<file path="src/shared/lpm_map.svh">
`ifndef LPM_MAP_SVH
`define LPM_MAP_SVH

// Register byte offsets
`define LPM_CTRL_ADDR 12'h000
`define LPM_STAT_ADDR 12'h004
`define LPM_WAKE_ADDR 12'h008
`define LPM_ADDR_W 12

// Control register fields
`define LPM_SRC_LSB 0
`define LPM_SRC_MSB 1
`define LPM_OSCEN_LSB 2
`define LPM_OSCEN_MSB 4
`define LPM_GEAR_LSB 5
`define LPM_GEAR_MSB 6
`define LPM_PCLK_OFF_BIT 7
`define LPM_CTRL_W 8
`define LPM_CTRL_RST 8'h1D

// Status register fields
`define LPM_ST_STATE_LSB 0
`define LPM_ST_STATE_MSB 1
`define LPM_ST_STABLE_LSB 2
`define LPM_ST_STABLE_MSB 4
`define LPM_ST_RTC_KEPT_BIT 5

// Wake cause bits
`define LPM_WK_PORT 0
`define LPM_WK_RTC 1
`define LPM_WK_LSPER 2
`define LPM_WK_PCLK 3
`define LPM_WK_OTHER 4
`define LPM_WK_W 5

// Oscillator indices
`define LPM_OSC_N 3
`define LPM_OSC_LS 0
`define LPM_OSC_HSA 1
`define LPM_OSC_HSB 2

`define LPM_GEAR_W 2
`define LPM_GEAR_CNT_W 3

`endif

</file>
<file path="src/shared/lpm_pkg.sv">
package lpm_pkg;
   typedef enum logic [1:0] {
      ST_RUN   = 2'b00,
      ST_SLEEP = 2'b01,
      ST_WAKE  = 2'b11,
      ST_HALT  = 2'b10
   } lpm_state_t;

   typedef logic [1:0] osc_sel_t;
endpackage : lpm_pkg

</file>
<file path="src/core/cpu_gear_divider.sv">
`timescale 1ns/1ps
`include "lpm_map.svh"

// One-in-N tick for the CPU clock gate, N = 1, 2, 4 or 8
module cpu_gear_divider (
   // Clock and reset
   input wire logic pclk,
   input wire logic presetn,
   // Control
   input wire logic run,
   input wire logic [`LPM_GEAR_W-1:0] gear,
   // Result
   output logic tick
);
   logic [`LPM_GEAR_CNT_W-1:0] cnt_q;
   logic [`LPM_GEAR_CNT_W-1:0] mask;
   logic [`LPM_GEAR_CNT_W-1:0] one;

   assign one = `LPM_GEAR_CNT_W'(1);
   assign mask = (one << gear) - one;
   assign tick = run && ((cnt_q & mask) == '0);

   always_ff @(posedge pclk or negedge presetn) begin
      if (!presetn) begin
         cnt_q <= '0;
      end else if (!run) begin
         cnt_q <= '0;
      end else begin
         cnt_q <= cnt_q + one;
      end
   end
endmodule : cpu_gear_divider

</file>
<file path="src/core/low_power_mode_clock_gating.sv">
// Summary of operation
// - Sleep with RTC stopped halts low-speed and both high-speed oscillators.
// - That deep sleep wakes only on the port path.
// - Sleep with RTC running stops only the high-speed oscillators.
// - That sleep wakes on port or RTC interrupt, nothing else.
// - Halt stops only the CPU clock; peripherals keep running.
// - Halt ends on port or running-peripheral interrupt; CPU clock returns.
// - CPU clock is system clock divided by 1, 2, 4 or 8.
// - Software gate stops the peripheral clock.
// - RTC, timers, display, UART etc. run without the peripheral clock.
// - Software picks system clock source; unused oscillators may be off.
// - Port interrupt or debugger forced break forms the port wake path.
// - RTC interrupt is its own wake-up source.
// - Clock timer or watchdog interrupt wakes the CPU from halt while the low-speed oscillator is enabled.
// - Peripheral-clock peripherals wake the CPU while that clock runs.
//
// Decided for this implementation: the APB interface to the registers and the register addresses.
`timescale 1ns/1ps
`include "lpm_map.svh"

module low_power_mode_clock_gating
   import lpm_pkg::*;
(
   // Clock and reset
   input wire logic pclk,
   input wire logic presetn,
   // APB slave
   input wire logic psel,
   input wire logic penable,
   input wire logic pwrite,
   input wire logic [`LPM_ADDR_W-1:0] paddr,
   input wire logic [31:0] pwdata,
   output logic [31:0] prdata,
   output logic pready,
   output logic pslverr,
   // CPU core requests
   input wire logic sleep_req,
   input wire logic halt_req,
   // Wake sources
   input wire logic port_irq,
   input wire logic on_chip_debugger_break,
   input wire logic rtc_irq,
   input wire logic rtc_running,
   input wire logic clock_timer_irq,
   input wire logic watchdog_irq,
   input wire logic pclk_periph_irq,
   input wire logic free_periph_irq,
   // Oscillator interface
   input wire logic [`LPM_OSC_N-1:0] osc_stable,
   output logic low_speed_osc_en,
   output logic high_speed_osc_a_en,
   output logic high_speed_osc_b_en,
   output logic [1:0] sys_clk_sel,
   // Clock gates
   output logic cpu_core_clock_en,
   output logic peripheral_clock_en,
   // Mode status
   output logic cpu_sleeping,
   output logic cpu_halted,
   output logic cpu_wake
);
   // Oscillator stable inputs arrive from other clocks
   logic [`LPM_OSC_N-1:0] stab_s1_q;
   logic [`LPM_OSC_N-1:0] stab_s2_q;
   logic [`LPM_OSC_N-1:0] stab_s3_q;
   logic [`LPM_OSC_N-1:0] stable_q;

   genvar gi;
   generate
      for (gi = 0; gi < `LPM_OSC_N; gi++) begin : g_sync
         always_ff @(posedge pclk or negedge presetn) begin
            if (!presetn) begin
               stab_s1_q[gi] <= 1'b0;
               stab_s2_q[gi] <= 1'b0;
               stab_s3_q[gi] <= 1'b0;
               stable_q[gi] <= 1'b0;
            end else begin
               stab_s1_q[gi] <= osc_stable[gi];
               stab_s2_q[gi] <= stab_s1_q[gi];
               stab_s3_q[gi] <= stab_s2_q[gi];
               if (stab_s2_q[gi] == stab_s3_q[gi]) begin
                  stable_q[gi] <= stab_s3_q[gi];
               end
            end
         end
      end
   endgenerate

   // Registers
   logic [`LPM_CTRL_W-1:0] ctrl_q;
   logic [`LPM_CTRL_W-1:0] ctrl_d;
   logic [`LPM_WK_W-1:0] wake_q;
   logic [`LPM_WK_W-1:0] wake_d;
   lpm_state_t state_q;
   lpm_state_t state_d;
   logic rtc_kept_q;
   logic pready_q;
   logic pslverr_q;
   logic [31:0] prdata_q;

   // Control fields
   wire osc_sel_t src = ctrl_q[`LPM_SRC_MSB:`LPM_SRC_LSB];
   wire [`LPM_OSC_N-1:0] osc_req = ctrl_q[`LPM_OSCEN_MSB:`LPM_OSCEN_LSB];
   wire [`LPM_GEAR_W-1:0] gear = ctrl_q[`LPM_GEAR_MSB:`LPM_GEAR_LSB];
   wire pclk_off = ctrl_q[`LPM_PCLK_OFF_BIT];

   // APB decode
   wire access = psel && penable;
   wire done = access && pready_q;
   wire wr_fire = done && pwrite;
   wire hit_ctrl = paddr == `LPM_CTRL_ADDR;
   wire hit_stat = paddr == `LPM_STAT_ADDR;
   wire hit_wake = paddr == `LPM_WAKE_ADDR;
   wire mapped = hit_ctrl || hit_stat || hit_wake;
   wire wr_ctrl = wr_fire && hit_ctrl;
   wire wr_wake = wr_fire && hit_wake;

   // Source oscillator can be switched off only in sleep
   wire [`LPM_OSC_N-1:0] src_onehot = `LPM_OSC_N'(1) << src;
   wire [`LPM_OSC_N-1:0] osc_run_en = osc_req | src_onehot;
   wire src_stable = |(stable_q & src_onehot);

   // Oscillator enables per mode
   wire ls_keep = osc_run_en[`LPM_OSC_LS] && rtc_kept_q;
   wire in_sleep = state_q == ST_SLEEP;
   wire osc_ls_d = in_sleep ? ls_keep : osc_run_en[`LPM_OSC_LS];
   wire osc_hsa_d = !in_sleep && osc_run_en[`LPM_OSC_HSA];
   wire osc_hsb_d = !in_sleep && osc_run_en[`LPM_OSC_HSB];

   // Peripheral clock: gated by software and stopped in sleep
   wire pclk_run = !pclk_off && !in_sleep && state_q != ST_WAKE;

   // Wake sources
   wire port_wake = port_irq || on_chip_debugger_break;
   wire ls_per_irq = clock_timer_irq || watchdog_irq;
   wire ls_alive = osc_run_en[`LPM_OSC_LS];
   wire pclk_alive = !pclk_off;
   // Sleep wake: port only, plus RTC when it was kept running
   wire sleep_wake = port_wake || (rtc_kept_q && rtc_irq);
   // Halt wake: port or any peripheral still clocked
   wire halt_wake = port_wake || rtc_irq
      || (ls_alive && ls_per_irq)
      || (pclk_alive && pclk_periph_irq)
      || free_periph_irq;

   wire [`LPM_WK_W-1:0] sleep_cause = {
      1'b0, 1'b0, 1'b0, rtc_kept_q && rtc_irq, port_wake};
   wire [`LPM_WK_W-1:0] halt_cause = {
      free_periph_irq,
      pclk_alive && pclk_periph_irq,
      ls_alive && ls_per_irq,
      rtc_irq,
      port_wake};

   // Mode sequencing
   always_comb begin
      state_d = state_q;
      unique case (state_q)
         ST_RUN: begin
            if (sleep_req) begin
               state_d = ST_SLEEP;
            end else if (halt_req) begin
               state_d = ST_HALT;
            end
         end
         ST_SLEEP: begin
            if (sleep_wake) begin
               state_d = ST_WAKE;
            end
         end
         ST_WAKE: begin
            if (src_stable) begin
               state_d = ST_RUN;
            end
         end
         ST_HALT: begin
            if (halt_wake) begin
               state_d = ST_RUN;
            end
         end
      endcase
   end

   wire sleep_enter = state_q == ST_RUN && sleep_req;
   wire sleep_exit = in_sleep && sleep_wake;
   wire halt_exit = state_q == ST_HALT && halt_wake;

   // Wake cause flags: set wins over a write-one clear
   wire [`LPM_WK_W-1:0] cause_set =
      (sleep_exit ? sleep_cause : '0) | (halt_exit ? halt_cause : '0);
   wire [`LPM_WK_W-1:0] cause_clr =
      wr_wake ? pwdata[`LPM_WK_W-1:0] : '0;

   always_comb begin
      wake_d = (wake_q & ~cause_clr) | cause_set;
      ctrl_d = ctrl_q;
      if (wr_ctrl) begin
         ctrl_d = pwdata[`LPM_CTRL_W-1:0];
      end
   end

   // CPU clock gear
   logic gear_tick;
   wire cpu_run = state_d == ST_RUN;

   cpu_gear_divider u_gear (
      .pclk(pclk),
      .presetn(presetn),
      .run(cpu_run),
      .gear(gear),
      .tick(gear_tick)
   );

   // Read mux
   wire [31:0] stat_word = {
      26'h0,
      rtc_kept_q,
      stable_q,
      state_q};
   wire [31:0] rd_word =
      hit_ctrl ? {24'h0, ctrl_q} :
      hit_stat ? stat_word :
      hit_wake ? {27'h0, wake_q} : 32'h0;

   always_ff @(posedge pclk or negedge presetn) begin
      if (!presetn) begin
         ctrl_q <= `LPM_CTRL_RST;
         wake_q <= '0;
         state_q <= ST_RUN;
         rtc_kept_q <= 1'b1;
      end else begin
         ctrl_q <= ctrl_d;
         wake_q <= wake_d;
         state_q <= state_d;
         if (sleep_enter) begin
            rtc_kept_q <= rtc_running;
         end
      end
   end

   // APB answer: one wait state per access
   always_ff @(posedge pclk or negedge presetn) begin
      if (!presetn) begin
         pready_q <= 1'b0;
         pslverr_q <= 1'b0;
         prdata_q <= 32'h0;
      end else begin
         pready_q <= access && !pready_q;
         pslverr_q <= access && !pready_q && !mapped;
         if (access && !pready_q && !pwrite) begin
            prdata_q <= rd_word;
         end
      end
   end

   // Registered outputs
   logic ls_en_q;
   logic hsa_en_q;
   logic hsb_en_q;
   logic [1:0] sel_q;
   logic cpu_en_q;
   logic pclk_en_q;
   logic sleeping_q;
   logic halted_q;
   logic wake_pulse_q;

   always_ff @(posedge pclk or negedge presetn) begin
      if (!presetn) begin
         ls_en_q <= 1'b1;
         hsa_en_q <= 1'b1;
         hsb_en_q <= 1'b0;
         sel_q <= 2'h0;
         cpu_en_q <= 1'b0;
         pclk_en_q <= 1'b0;
         sleeping_q <= 1'b0;
         halted_q <= 1'b0;
         wake_pulse_q <= 1'b0;
      end else begin
         ls_en_q <= osc_ls_d;
         hsa_en_q <= osc_hsa_d;
         hsb_en_q <= osc_hsb_d;
         sel_q <= src;
         cpu_en_q <= gear_tick;
         pclk_en_q <= pclk_run;
         sleeping_q <= state_d == ST_SLEEP;
         halted_q <= state_d == ST_HALT;
         wake_pulse_q <= sleep_exit || halt_exit;
      end
   end

   assign prdata = prdata_q;
   assign pready = pready_q;
   assign pslverr = pslverr_q;
   assign low_speed_osc_en = ls_en_q;
   assign high_speed_osc_a_en = hsa_en_q;
   assign high_speed_osc_b_en = hsb_en_q;
   assign sys_clk_sel = sel_q;
   assign cpu_core_clock_en = cpu_en_q;
   assign peripheral_clock_en = pclk_en_q;
   assign cpu_sleeping = sleeping_q;
   assign cpu_halted = halted_q;
   assign cpu_wake = wake_pulse_q;
endmodule : low_power_mode_clock_gating

</file>
<file path="config.mk">
export PLATFORM = sky130hd
export DESIGN_NAME = low_power_mode_clock_gating
export DESIGN_NICKNAME = d
export VERILOG_FILES = /design/src/shared/lpm_pkg.sv /design/src/core/cpu_gear_divider.sv /design/src/core/low_power_mode_clock_gating.sv
export VERILOG_INCLUDE_DIRS = /design/src /design/src/shared
export SDC_FILE = /design/constraint.sdc
export NUM_CORES = 1
export LEC_CHECK = 0
export BUFFER_PORTS_ARGS = -buffer_cell sky130_fd_sc_hd__buf_4
export CAP_MARGIN = 20
export CORE_UTILIZATION = 42
export CTS_CLUSTER_SIZE = 10
export DETAILED_ROUTE_END_ITERATION = 10
export GPL_ROUTABILITY_DRIVEN = 1
export PLACE_DENSITY = 0.75
export RECOVER_POWER = 100
export SYNTH_ARGS = -nofsm -noshare
export SYNTH_HDL_FRONTEND = slang
export SYNTH_SLANG_ARGS = --single-unit
</file>
<file path="constraint.sdc">
create_clock -name pclk -period 1.5 [get_ports pclk]
set_clock_uncertainty 0.05 [all_clocks]
set_input_delay 0 -clock pclk [delete_from_list [all_inputs] [get_ports pclk]]
set_output_delay 0 -clock pclk [all_outputs]
set_load 0.05 [all_outputs]
</file>
Yosys cells after proc, flatten, opt, wreduce, memory -nomap -nowiden. Index checks and enable logic that the tools add are counted.

Equality and inequality tests: 11. Add/sub/neg operators: 2. Reductions and logical operators: 40. $mul: 0. Div/mod/pow operators: 0. Multiplexer cells: 14. Bitwise gates (word level): 7. $lt $le $gt $ge: 0. Shifts and indexed selects: 2.

Operators with widths (number): $logic_and A1 B1 Y1 (20); $mux W5 (3); $eq A12 B3 Y1 const B (1); $eq A12 B4 Y1 const B (1); $logic_not A12 Y1 (1); $mux W2 (6); $logic_or A1 B1 Y1 (10); $mux W8 (1); $pmux W2 S4 (1); $and A3 B3 Y3 (2); $eq A2 B2 Y1 const B (3); $mux W6 (1); $shl A1 B2 Y3 const A (2); $and A5 B5 Y5 (1); $logic_not A1 Y1 (5); $not A5 Y5 (1); $or A2 B5 Y5 (1); $or A5 B5 Y5 (1); $eq A2 B1 Y1 const B (2); $logic_not A2 Y1 (2); $add A3 B1 Y3 const B (1); $eq A1 B1 Y1 (3); $logic_not A3 Y1 (1); $mux W3 (1); other kinds (5) (5).

Logic and storage cells: 105. Bits in read-only memories: 0. Output and inout bits: 44. Latch bits: 0. Memories: 0. Register bits: 75. Bits in writable memories: 0.

Longest topological paths before layout. Gate-level depths: netlist (run 1).

Word-level depth: 10. Depth in mapped cells: 6. Depth with buffers taken out: 4.

Modules after synthesis. From an unflattened synthesis (run 1), not the netlist that was laid out.

Cells, all modules: 199. Area, all modules: 2333.5 um^2.

Modules (own cells, without submodules): low_power_mode_clock_gating (cells an instance 187, instances 1, sequential area each 1209.9 um^2, area an instance 2194.6 um^2); cpu_gear_divider (cells an instance 12, instances 1, sequential area each 75.1 um^2, area an instance 138.9 um^2).

Least setup slack after synthesis (run 1). No wires, ideal clock.

Path type: flip-flop to flip-flop. From: reg pready_q (netlist: pready). To: reg ctrl_q[5]. Cell stages (with the launch flop): 5. Buffers on the path: 1. Path slack: -450 ps. Library setup time: 125 ps. Arrival: 1775 ps. Period minus slack after synthesis: 1950 ps. Path through: dfrtp_1 -> nand4_1 -> nor4_4 -> buf_6 -> mux2_4.

Cells in the longest elaborated chain, start to end: 3.

RTL lines: start: declaration (line low_power_mode_clock_gating.sv:97) `logic pready_q;`; start signal: assignment (line low_power_mode_clock_gating.sv:248) `pready_q <= access && !pready_q;`; $logic_and A1 B1 Y1 (line low_power_mode_clock_gating.sv:109) `wire done = access && pready_q;`; $logic_and A1 B1 Y1 (line low_power_mode_clock_gating.sv:110) `wire wr_fire = done && pwrite;`; $logic_and A1 B1 Y1 (line low_power_mode_clock_gating.sv:115) `wire wr_ctrl = wr_fire && hit_ctrl;`; end signal: assignment (line low_power_mode_clock_gating.sv:227) `` ctrl_q <= `LPM_CTRL_RST; ``; end signal: assignment (line low_power_mode_clock_gating.sv:232) `ctrl_q <= ctrl_d;`; end: declaration (line low_power_mode_clock_gating.sv:90) `` logic [`LPM_CTRL_W-1:0] ctrl_q; ``.

No other way between the ends. A chain may end at the register's enable or synchronous reset.

Worst setup path after layout (run 1).
From: reg ctrl_q[0]. To: reg u_gear.cnt_q[0].

Cells in the longest elaborated chain, start to end: 10. Elaborated cells between the ends (all ways): 13.

RTL lines: $shl A1 B2 Y3 (no source line) (*); $or A3 B3 Y3 (line low_power_mode_clock_gating.sv:120) `` wire [`LPM_OSC_N-1:0] osc_run_en = osc_req | src_onehot; ``; $logic_and A1 B1 Y1 (line low_power_mode_clock_gating.sv:142) `|| (ls_alive && ls_per_irq)`; $logic_or A1 B1 Y1 (line low_power_mode_clock_gating.sv:142); $logic_or A1 B1 Y1 (line low_power_mode_clock_gating.sv:143) `|| (pclk_alive && pclk_periph_irq)`; $logic_or A1 B1 Y1 (line low_power_mode_clock_gating.sv:144) `|| free_periph_irq;`; $mux W2 (line low_power_mode_clock_gating.sv:177) `if (halt_wake) begin`; $pmux W2 S4 (*) (line low_power_mode_clock_gating.sv:158) `unique case (state_q)`; $logic_not A2 Y1 (*) (line low_power_mode_clock_gating.sv:204) `wire cpu_run = state_d == ST_RUN;`; $mux W3 (*) (line cpu_gear_divider.sv:26) `end else if (!run) begin`; end signal: assignment (line cpu_gear_divider.sv:29) `cnt_q <= cnt_q + one;`; end: declaration (line cpu_gear_divider.sv:15) `` logic [`LPM_GEAR_CNT_W-1:0] cnt_q; ``.

Mark *: on every way between the ends. The rest lies on a longest branch, timed or not.

==> metrics.txt, run 1 <==
H-tree depth 2; Arrival @ worst endpoint 1.76 ns; fill cell count 468; Worst Setup Path Type flop to flop; Unique masters post-synth 47; Worst path max stage delay 0.62 ns; MaxCap Viol Count 0; family with the most delay on the worst path flip-flops; Yosys top cell by area dfrtp_1; root buf cell clkbuf_8; die area 0.00604 mm2; setup TNS -0.621 ns; die width just under 80 um; Placement Cell Area ~0.003 mm2; total I/O pin count approximately 110; failing checks setup timing; Seq. cell area 0.00129 mm2; Yosys reg bits 51; unrepaired setup endpoints after global routing true; Critical path buffers and inverters 0; antenna violations before repair 0; clock sink total between 50 and 60; Avg Cell Area, Syn 11.0 um2; pwr dens 946 mW/mm2; area delta synth->final 38.5%; first-pass GRT wire length between 9 and 10 mm; Worst Tran Pin Value around 1.3 ns; TritonCTS clock tree built; top cells by area, synth dfrtp_1, dfstp_2, buf_4; gpl congestion 0.855; final core occ 60.6%; DRC 0; Seq/Total Area, Yosys 53.4%; post-layout instance area between 0.003 and 0.004 mm2; pre-CTS WS -0.155 ns; Final Max Slew Viols 0; Tcrit/Tclk final 108%; commonest non-fill, non-tap cells in the layout buf_4, dfrtp_1, conb_1, dlygate4sd3_1, clkbuf_1; DR pass1 iterations 4; FMAX 0.619 GHz; Async SR Flop Fraction 100%; row cnt 27; TritonCTS Buffers 5; commonest non-fill, non-tap cell in the layout buf_4; status finished with violations; CP Cell Sequence o21bai_4 > a221o_1 > nor3_4 > nor3_2; NumNets Final 396; Crit. End Element flop; post-DP HPWL 4.11 mm; slowest CP cell dfstp_2; DR iter-0 viols 77; CP Max Fanout 5; DIE HEIGHT 77.7 um; Synth Cell Area 0.00241 mm2; Remaining Overflow, GRT 0; vias in the first global route 2034; minimum clock period roughly 1.6 ns; Initial Util 43.7%; DR vias/cell 4.97; Clk Latency, worst-skew pair 0.31 ns; top-area cell type share of the netlist area 45.7%; Post-Synthesis Cells roughly 220; Worst-path clk slew around 0.10 ns; PortBufs 57; area occupied by multi-input gates 0.00101 mm2; final worst setup slack -0.115 ns; Final Hold Viols 0; vias post-DR 2018; Min-Delay Path Class input pin to flop; Synth Warn # 0; EDFF count, synth 0; layout cells sized above 1 32.0%; crit start category flop; Final Routed Wirelength 5.99 mm; number of inserted diodes 0; ys flop type dfrtp_1; Slew HR 16.3%; Worst VDD drop 0.452 mV; largest net degree at the start of global routing 52; Overall Global Routing Usage 20.7%; WP data required roughly 1.6 ns; CORE AREA 0.00551 mm2; CTS max path bufs 2; Worst Hold Slack about 0.11 ns; leak pwr 1.56 nW; final setup vio count 6; DR WL/cell 14.8 um; antenna-violating nets left 0
[worst register-to-register path: stages, from the launching register on]
cell	delay, ns
dfstp_2	0.62
o21bai_4	0.07
a221o_1	0.42
nor3_4	0.26
nor3_2	0.09
[power by group]
part,switching [W],total (W),internal [W]
Clock,0.000484,0.000820,0.000336
Combinational,0.000542,0.000814,0.000272
Sequential,0.0000555,0.00152,0.00147
Total,0.00108,0.00316,0.00208
[cell type report]
cell class	instances	share of cell area [%]
Multi-Input combinational cell	152	30.2
Clock buffer	6	2.17
Sequential cell	51	38.5
Inverter	7	0.787
Timing Repair Buffer	116	25.1
Tap cell	72	2.70
Clock inverter	2	0.487
[Yosys cell counts (all sizes together) (2+ instances only)]
master   number
nor3b         3
o2bb2ai       6
a32o          2
a21oi         7
and2          2
or4           4
nand3         2
o21ai        11
nand2        19
mux2i         4
o21bai        3
dfrtp        44
nor2b         3
inv           7
nor4          2
nand2b        2
nor2         17
nor3          8
a21o          3
maj3          3
a31oi         4
a22o          3
clkbuf        3
buf          28
a221o         2
dfstp         7
mux2          5
[timing repair]
item                                    CTS  global route
gates cloned                              0             1
setup buffers                             2             3
hold endpoints to repair                 64             0
endpoints found under the setup margin   10            19
hold buffers                             25             0
gates resized for setup                   6             6
pin swaps                                 5             3
[metrics by stage]
| stage | total power [W] | cells |
|---|---|---|
| floorplan | 0.00208 | 241 |
| global placement | 0.00233 | 368 |
| detailed placement | 0.00235 | 368 |
| CTS | 0.00321 | 403 |
| global route | 0.00329 | 406 |
| finish | 0.00316 | 406 |
[state kept, by name, indices dropped and copies added, names as in the netlist, 2 cells and up]
| name | count |
|---|---|
| stab_s2_q | 3 |
| u_gear.cnt_q | 3 |
| wake_q | 5 |
| stab_s3_q | 3 |
| stable_q | 3 |
| state_q | 2 |
| stab_s1_q | 3 |
| prdata | 8 |
| sys_clk_sel | 2 |
| ctrl_q | 8 |
[final timing paths]
kind | start | endpoint | slack [ns] | cells after the start
min in group asynchronous | presetn | pslverr | 0.45 | 2
max reg2reg | ctrl_q[0] | u_gear.cnt_q[0] | -0.12 | 4
max | ctrl_q[0] | u_gear.cnt_q[0] | -0.12 | 4
min | pwrite | prdata[1] | 0.11 | 4
max in group asynchronous | presetn | pready | 0.12 | 2
min reg2reg | stab_s1_q[0] | stab_s2_q[0] | 0.31 | 0
[cell families (layout without fill, tap and decap cells)]
group / after synthesis / in the layout / synth area share [%]
buf+inv: 38 / 131 / 10.3
mux: 9 / 9 / 4.31
compound gates: 46 / 46 / 13.3
xor+xnor: 1 / 1 / 0.364
flops: 51 / 51 / 53.4
simple gates: 68 / 68 / 16.4
fa+ha+maj: 4 / 4 / 1.77
other cells: 1 / 24 / 0.156
[routing by layer]
| layer | routed length [um] | GRT usage (%) | vias up |
|---|---|---|---|
| met2 | 3080 | 35.8 | 91 |
| met4 | 67 | 6.04 | 0 |
| met3 | 397 | 3.88 | 9 |
| met1 | 2440 | 26.1 | 968 |
| met5 | 0 | 0 | - |
| li1 | - | - | 950 |
Note: power is estimated with default switching activity, not from simulation.
==> inputs of run 2 (changes only) <==
Settings changed: ABC_AREA set to 1, CORE_MARGIN set to 3, CORE_UTILIZATION 42 to 43, PLACE_DENSITY 0.75 to 0.77.
==> run 2 against run 1 <==
Net effect:
- the run now ends clean
- total power up 19%
- first-iteration DRC count rose by 23%
- register-to-register slack better by 0.20 ns
- cell area fell by 5.3%
- largest power group unchanged
==> metrics.txt, run 2 <==
Reg power frac ~45%; Yosys top cell by area dfrtp_1; worst hold stages 5; Unique masters post-synth 31; Synth Warn # 0; R2R Setup Slk 0.08 ns; WP data required 1.66 ns; crit start category input pin; EDFF count, synth 0; PortBufs 57; top-count cell post-synth nand2_1; final setup vio count 0; Post-Synthesis Cells approximately 270; status completed; clock network power share 22.0%; Tcrit/Tclk final 95.2%; Arrival @ worst endpoint ~1.6 ns; Remaining Overflow, GRT 0; CTS max path bufs 2; die width 80.9 um; setup TNS 0 ns; fill cell count around 500; DR iter-0 viols 95; Post-synth top cells nand2_1, dfrtp_1, inv_1, buf_4, nor2_1; Synth Cell Area 0.00241 mm2; Worst Hold End rtc_kept_q; leak pwr about 1.6 nW; Worst Tran Pin Value 0.617 ns; Hold Crit Start sleep_req; number of inserted diodes 0; minimum clock period 1.43 ns; Yosys reg bits 51; Avg Cell Area, Syn 8.97 um2; vias in the first global route 1895; TritonCTS Buffers 5; DRC 0; Min-Delay Path Class input pin to flop; Final Hold Viols 0; TritonCTS clock tree built; CORE AREA 0.00527 mm2; FMAX ~0.7 GHz; Switching Share 38.7%; MaxCap Viol Count 0; largest net degree at the start of global routing 52; Final Routed Wirelength 5.26 mm; Placement Cell Area 0.00288 mm2; Worst Setup Path Type input pin to flop; Final Max Slew Viols 0; die area 0.00655 mm2; r2r startpoint ctrl_q[0]; DR pass1 iterations 4; area delta synth->final 30.9%; root buf cell clkbuf_8; Clk Latency, worst-skew pair approximately 0.31 ns; Seq/Total Area, Yosys 53.2%; Gate power share 33.2%; top-area cell type share of the netlist area a little under half; DR WL/cell 12.1 um; post-layout instance area 0.00316 mm2; Slew HR 58.9%; Worst-path clk slew 0.09 ns; total I/O pin count between 100 and 150; commonest non-fill, non-tap cell in the layout nand2_1; layout cells sized above 1 ~24%; NumNets Final 426; top cells by area, synth dfrtp_1, nand2_1, dfstp_2; post-DP HPWL 3.79 mm; H-tree depth 2; DR vias/cell 4.49; Overall Global Routing Usage between 10% and 20%; gpl congestion ~0.84; antenna violations before repair 0; commonest non-fill, non-tap cells in the layout nand2_1, buf_4, dfrtp_1; DIE HEIGHT 80.9 um; Initial Util a little under half; Crit. End Element flop; row cnt 26; Worst VDD drop 0.773 mV; unrepaired setup endpoints after global routing true; clock sink total 51; antenna-violating nets left 0; Psw approximately 0.0014 W; Int Pwr 0.00229 W; Worst R2R Path Depth 9; Total Power 0.00374 W; vias post-DR ~2000; RR Endpoint u_gear.cnt_q[2]; ys flop type dfrtp_1; pwr dens roughly 1200 mW/mm2; Async SR Flop Fraction 100%; final core occ about three fifths; first-pass GRT wire length 8.54 mm; CP Max Fanout 4
run 2: changes by cell type after synthesis, moves of 5 or more:
| cell | delta |
|---|---|
| nand2_1 | +46 |
| inv_1 | +22 |
| nand3_1 | +18 |
| o21ai_2 | +8 |
| nor2_1 | +6 |
| o2bb2ai_1 | -6 |
| o211ai_1 | +5 |
run 2: timing repair:
item / 4_1_cts / 5_1_grt
buffers inserted: 0 / 1
pin swaps: 0 / 2
endpoints found under the setup margin: 3 / 9
resized for setup: 3 / 4
hold buffers: 23 / 0
endpoints found under the hold margin: 69 / 0
gates cloned: 0 / 0
run 2: layout make-up:
class,instances,area (um2),share of cell area (%)
clock buffer,6,82.6,2.61
clock inverter,2,16.3,0.515
inverter,31,116,3.68
multi-input combinational,182,896,28.4
sequential,51,1290,40.7
tap,70,87.6,2.77
timing repair buffer,92,674,21.3
run 2: metal layers:
metal | vias up | wire length (um) | GRT usage (%)
li1 | 990 | - | -
met1 | 893 | 2160 | 20.1
met3 | 7 | 315 | 3.77
met2 | 60 | 2700 | 31.3
met5 | - | 0 | 0
met4 | 0 | 76 | 6.59
run 2: stage by stage:
| step | std cells | hold slack [ns] | setup slack [ns] |
|---|---|---|---|
| finish | 434 | 0.00820 | 0.0726 |
| global route | 434 | 0.0248 | -0.0281 |
| CTS | 433 | 0.000562 | 0.00790 |
| detailed placement | 402 | 0.0127 | 0.0171 |
| global placement | 402 | 0.00236 | 0.0363 |
| floorplan | 292 | -0.346 | 0.0376 |
run 2: cells by family after synthesis:
| kind of cell | after synthesis | share of synthesized area (%) |
|---|---|---|
| other | 1 | 0.155 |
| buffers and inverters | 59 | 14.0 |
| DFF | 51 | 53.2 |
| and+or+nand+nor | 122 | 22.0 |
| adders and majority gates | 4 | 1.76 |
| xor gates and xnor gates | 1 | 0.363 |
| AOI/OAI and AO/OA | 31 | 8.50 |
run 2: worst max-delay path by stage:
stage	endpoint	cells after the start	slack [ns]	from
floorplan	prdata[7]	5	0.04	pready
global placement	cpu_core_clock_en	6	0.04	ctrl_q[0]
detailed placement	u_gear.cnt_q[2]	7	0.02	ctrl_q[1]
CTS	u_gear.cnt_q[2]	9	0.008	ctrl_q[0]
global route	u_gear.cnt_q[2]	9	-0.03	ctrl_q[0]
finish	wake_q[1]	10	0.07	on_chip_debugger_break
run 2: worst max-delay path: stages:
cell,delay [ns]
dlygate4sd3_1,0.54
clkbuf_4,0.13
nor2_1,0.21
inv_1,0.08
nor2_1,0.14
nand2_1,0.11
nand2_1,0.14
o21ai_0,0.12
nand2_1,0.08
nand2_1,0.04
run 2: power by group through the flow:
stage                     combinational (W)  clock, W  sequential, W
after floorplan                    0.000586         0        0.00196
after global placement              0.00120         0        0.00170
after detailed placement            0.00123         0        0.00170
after CTS                           0.00129  0.000858        0.00168
after global routing                0.00136  0.000932        0.00170
final                               0.00124  0.000823        0.00168
==> inputs of run 3 (changes only) <==
Settings changed: CTS_CLUSTER_SIZE 10 to 30.
Clock period 1.5 ns to 1.2 ns, I/O delays scaled along.
==> run 3 against run 2 <==
Net effect:
- the run now ends with setup timing left
- global-route usage grew 1.8 points
- sequential power grew 25%
- count of clock-buffer cells in the layout shrank 1
- routed wire length grew 17%
- flip-flop and latch count is the same
- worst hold slack gained 0.0028 ns
- sequential share of layout area shrank 5.2 points
- via count grew 8.0%
- total power grew 38%
- utilization grew 8.8 points
- register-to-register slack lost 0.32 ns
- highest routed layer unchanged
==> metrics.txt, run 3 (synthesis results as in run 2) <==
Final Hold Viols 0; row cnt 26; Worst path max stage delay 0.61 ns; Worst Hold Slack 0.0110 ns; Overall Global Routing Usage 19.2%; Clk Latency, worst-skew pair 0.30 ns; Reg power frac 40.6%; clock network power share ~19%; Total Power 0.00518 W; pwr dens 1430 mW/mm2; failing checks setup timing; antenna violations before repair 0; TritonCTS Buffers 5; CP Max Fanout 6; Seq. cell area 0.00129 mm2; minimum clock period 1.44 ns; area delta synth->final 50.0%; final worst setup slack -0.236 ns; root buf cell clkbuf_8; vias in the first global route a little under 2000; DIE HEIGHT 80.9 um; Arrival @ worst endpoint between 1.5 and 2 ns; CTS max path bufs 2; Psw 0.00200 W; gpl congestion 0.843; vias post-DR 2106; Crit. End Element flop; Worst Setup Path Type flop to flop; post-DP HPWL 4.31 mm; commonest non-fill, non-tap cells in the layout buf_4, nand2_1, dfrtp_1; Final Max Slew Viols 0; total I/O pin count 106; unrepaired setup endpoints after global routing true; fill cell count 408; status finished with violations; final setup vio count 30; Tcrit/Tclk final 120%; die area around 0.0065 mm2; die width around 81 um; Placement Cell Area slightly above 0.003 mm2; Initial Util 45.8%; H-tree depth 2; setup TNS -2.26 ns; final core occ between 60% and 70%; area occupied by multi-input gates 0.00103 mm2; PortBufs 57; NumNets Final approximately 450; FMAX about 0.70 GHz; leak pwr 1.82 nW; Final Routed Wirelength 6.13 mm; Worst VDD drop 1.36 mV; first-pass GRT wire length 9.40 mm; DRC 0; Switching Share 38.7%; crit start category flop; Gate power share 40.1%; antenna-violating nets left 0; Int Pwr 0.00317 W; CORE AREA 0.00527 mm2; clock sink total 51; largest net degree at the start of global routing 35; Worst-path clk slew 0.09 ns; CP Cell Sequence nor2_2 > nand2_1 > nand2_2 > nor2_4 > nor2_2 > nand2_1 > nand2_2 > nand2_4 > nor2_2; DR pass1 iterations 4; MaxCap Viol Count 0; DR WL/cell ~13 um; DR iter-0 viols 88; commonest non-fill, non-tap cell in the layout buf_4; WP data required 1.35 ns; number of inserted diodes 0; DR vias/cell 4.57; post-layout instance area 0.00362 mm2; Min-Delay Path Class input pin to flop; CP most frequent cell nor2_2; slowest CP cell dfstp_2; layout cells sized above 1 43.5%; Remaining Overflow, GRT 0; TritonCTS clock tree built
run 3: cell count changes in the layout (fill, tap and decap cells not counted), moves of 7 or more:
cell | before | now
clkbuf_1 | 19 | 0
buf_4 | 45 | 85
nand2_1 | 63 | 51
nand2_4 | 1 | 8
nor2_1 | 23 | 16
run 3: timing repair:
item,4_1_cts,5_1_grt
resized for setup,24,29
hold endpoints to repair,67,2
pin swaps,8,14
hold buffers,20,2
setup buffers,4,3
gates cloned,1,0
setup endpoints to repair,25,33
run 3: final timing paths:
kind / startpoint / to / slack (ns) / cells after the start
min in group asynchronous: presetn / prdata[2] / 0.11 / 2
max in group asynchronous: presetn / ctrl_q[2] / 0.11 / 3
min reg2reg: stab_s1_q[2] / stab_s2_q[2] / 0.31 / 0
min: halt_req / state_q[1] / 0.01 / 5
max reg2reg: ctrl_q[0] / u_gear.cnt_q[2] / -0.24 / 9
max: ctrl_q[0] / u_gear.cnt_q[2] / -0.24 / 9
run 3: metrics by stage:
step	cells	setup WS, ns
2_1_floorplan	292	-0.224
3_3_place_gp	426	-0.179
3_5_place_dp	426	-0.235
4_1_cts	459	-0.216
5_1_grt	461	-0.346
6_report	461	-0.236
run 3: power groups by stage:
stage,logic (W),clock network [W],registers (W)
3_3_place_gp,0.00175,0,0.00213
6_report,0.00207,0.00100,0.00210
2_1_floorplan,0.000793,0,0.00246
5_1_grt,0.00225,0.00113,0.00212
4_1_cts,0.00197,0.00104,0.00209
3_5_place_dp,0.00179,0,0.00212
run 3: worst max-delay path, delay by kind of cell, from the launching register on:
family	cells	cell delay, ns
flops	1	0.61
simple gates	9	0.66
run 3: routing by layer:
metal	part of all wire (%)	global-route usage, %
met1	42	24.6
met2	52	32.8
met3	5.2	4.10
met4	0.86	5.24
met5	0	0
run 3: final cells by class:
type | instances | area share (%)
multi-input cells | 182 | 28.4
clock inverters | 3 | 0.622
inverters | 31 | 3.28
repair buffers | 119 | 27.9
clock buffers | 5 | 1.90
well taps | 70 | 2.42
flip-flops and latches | 51 | 35.6
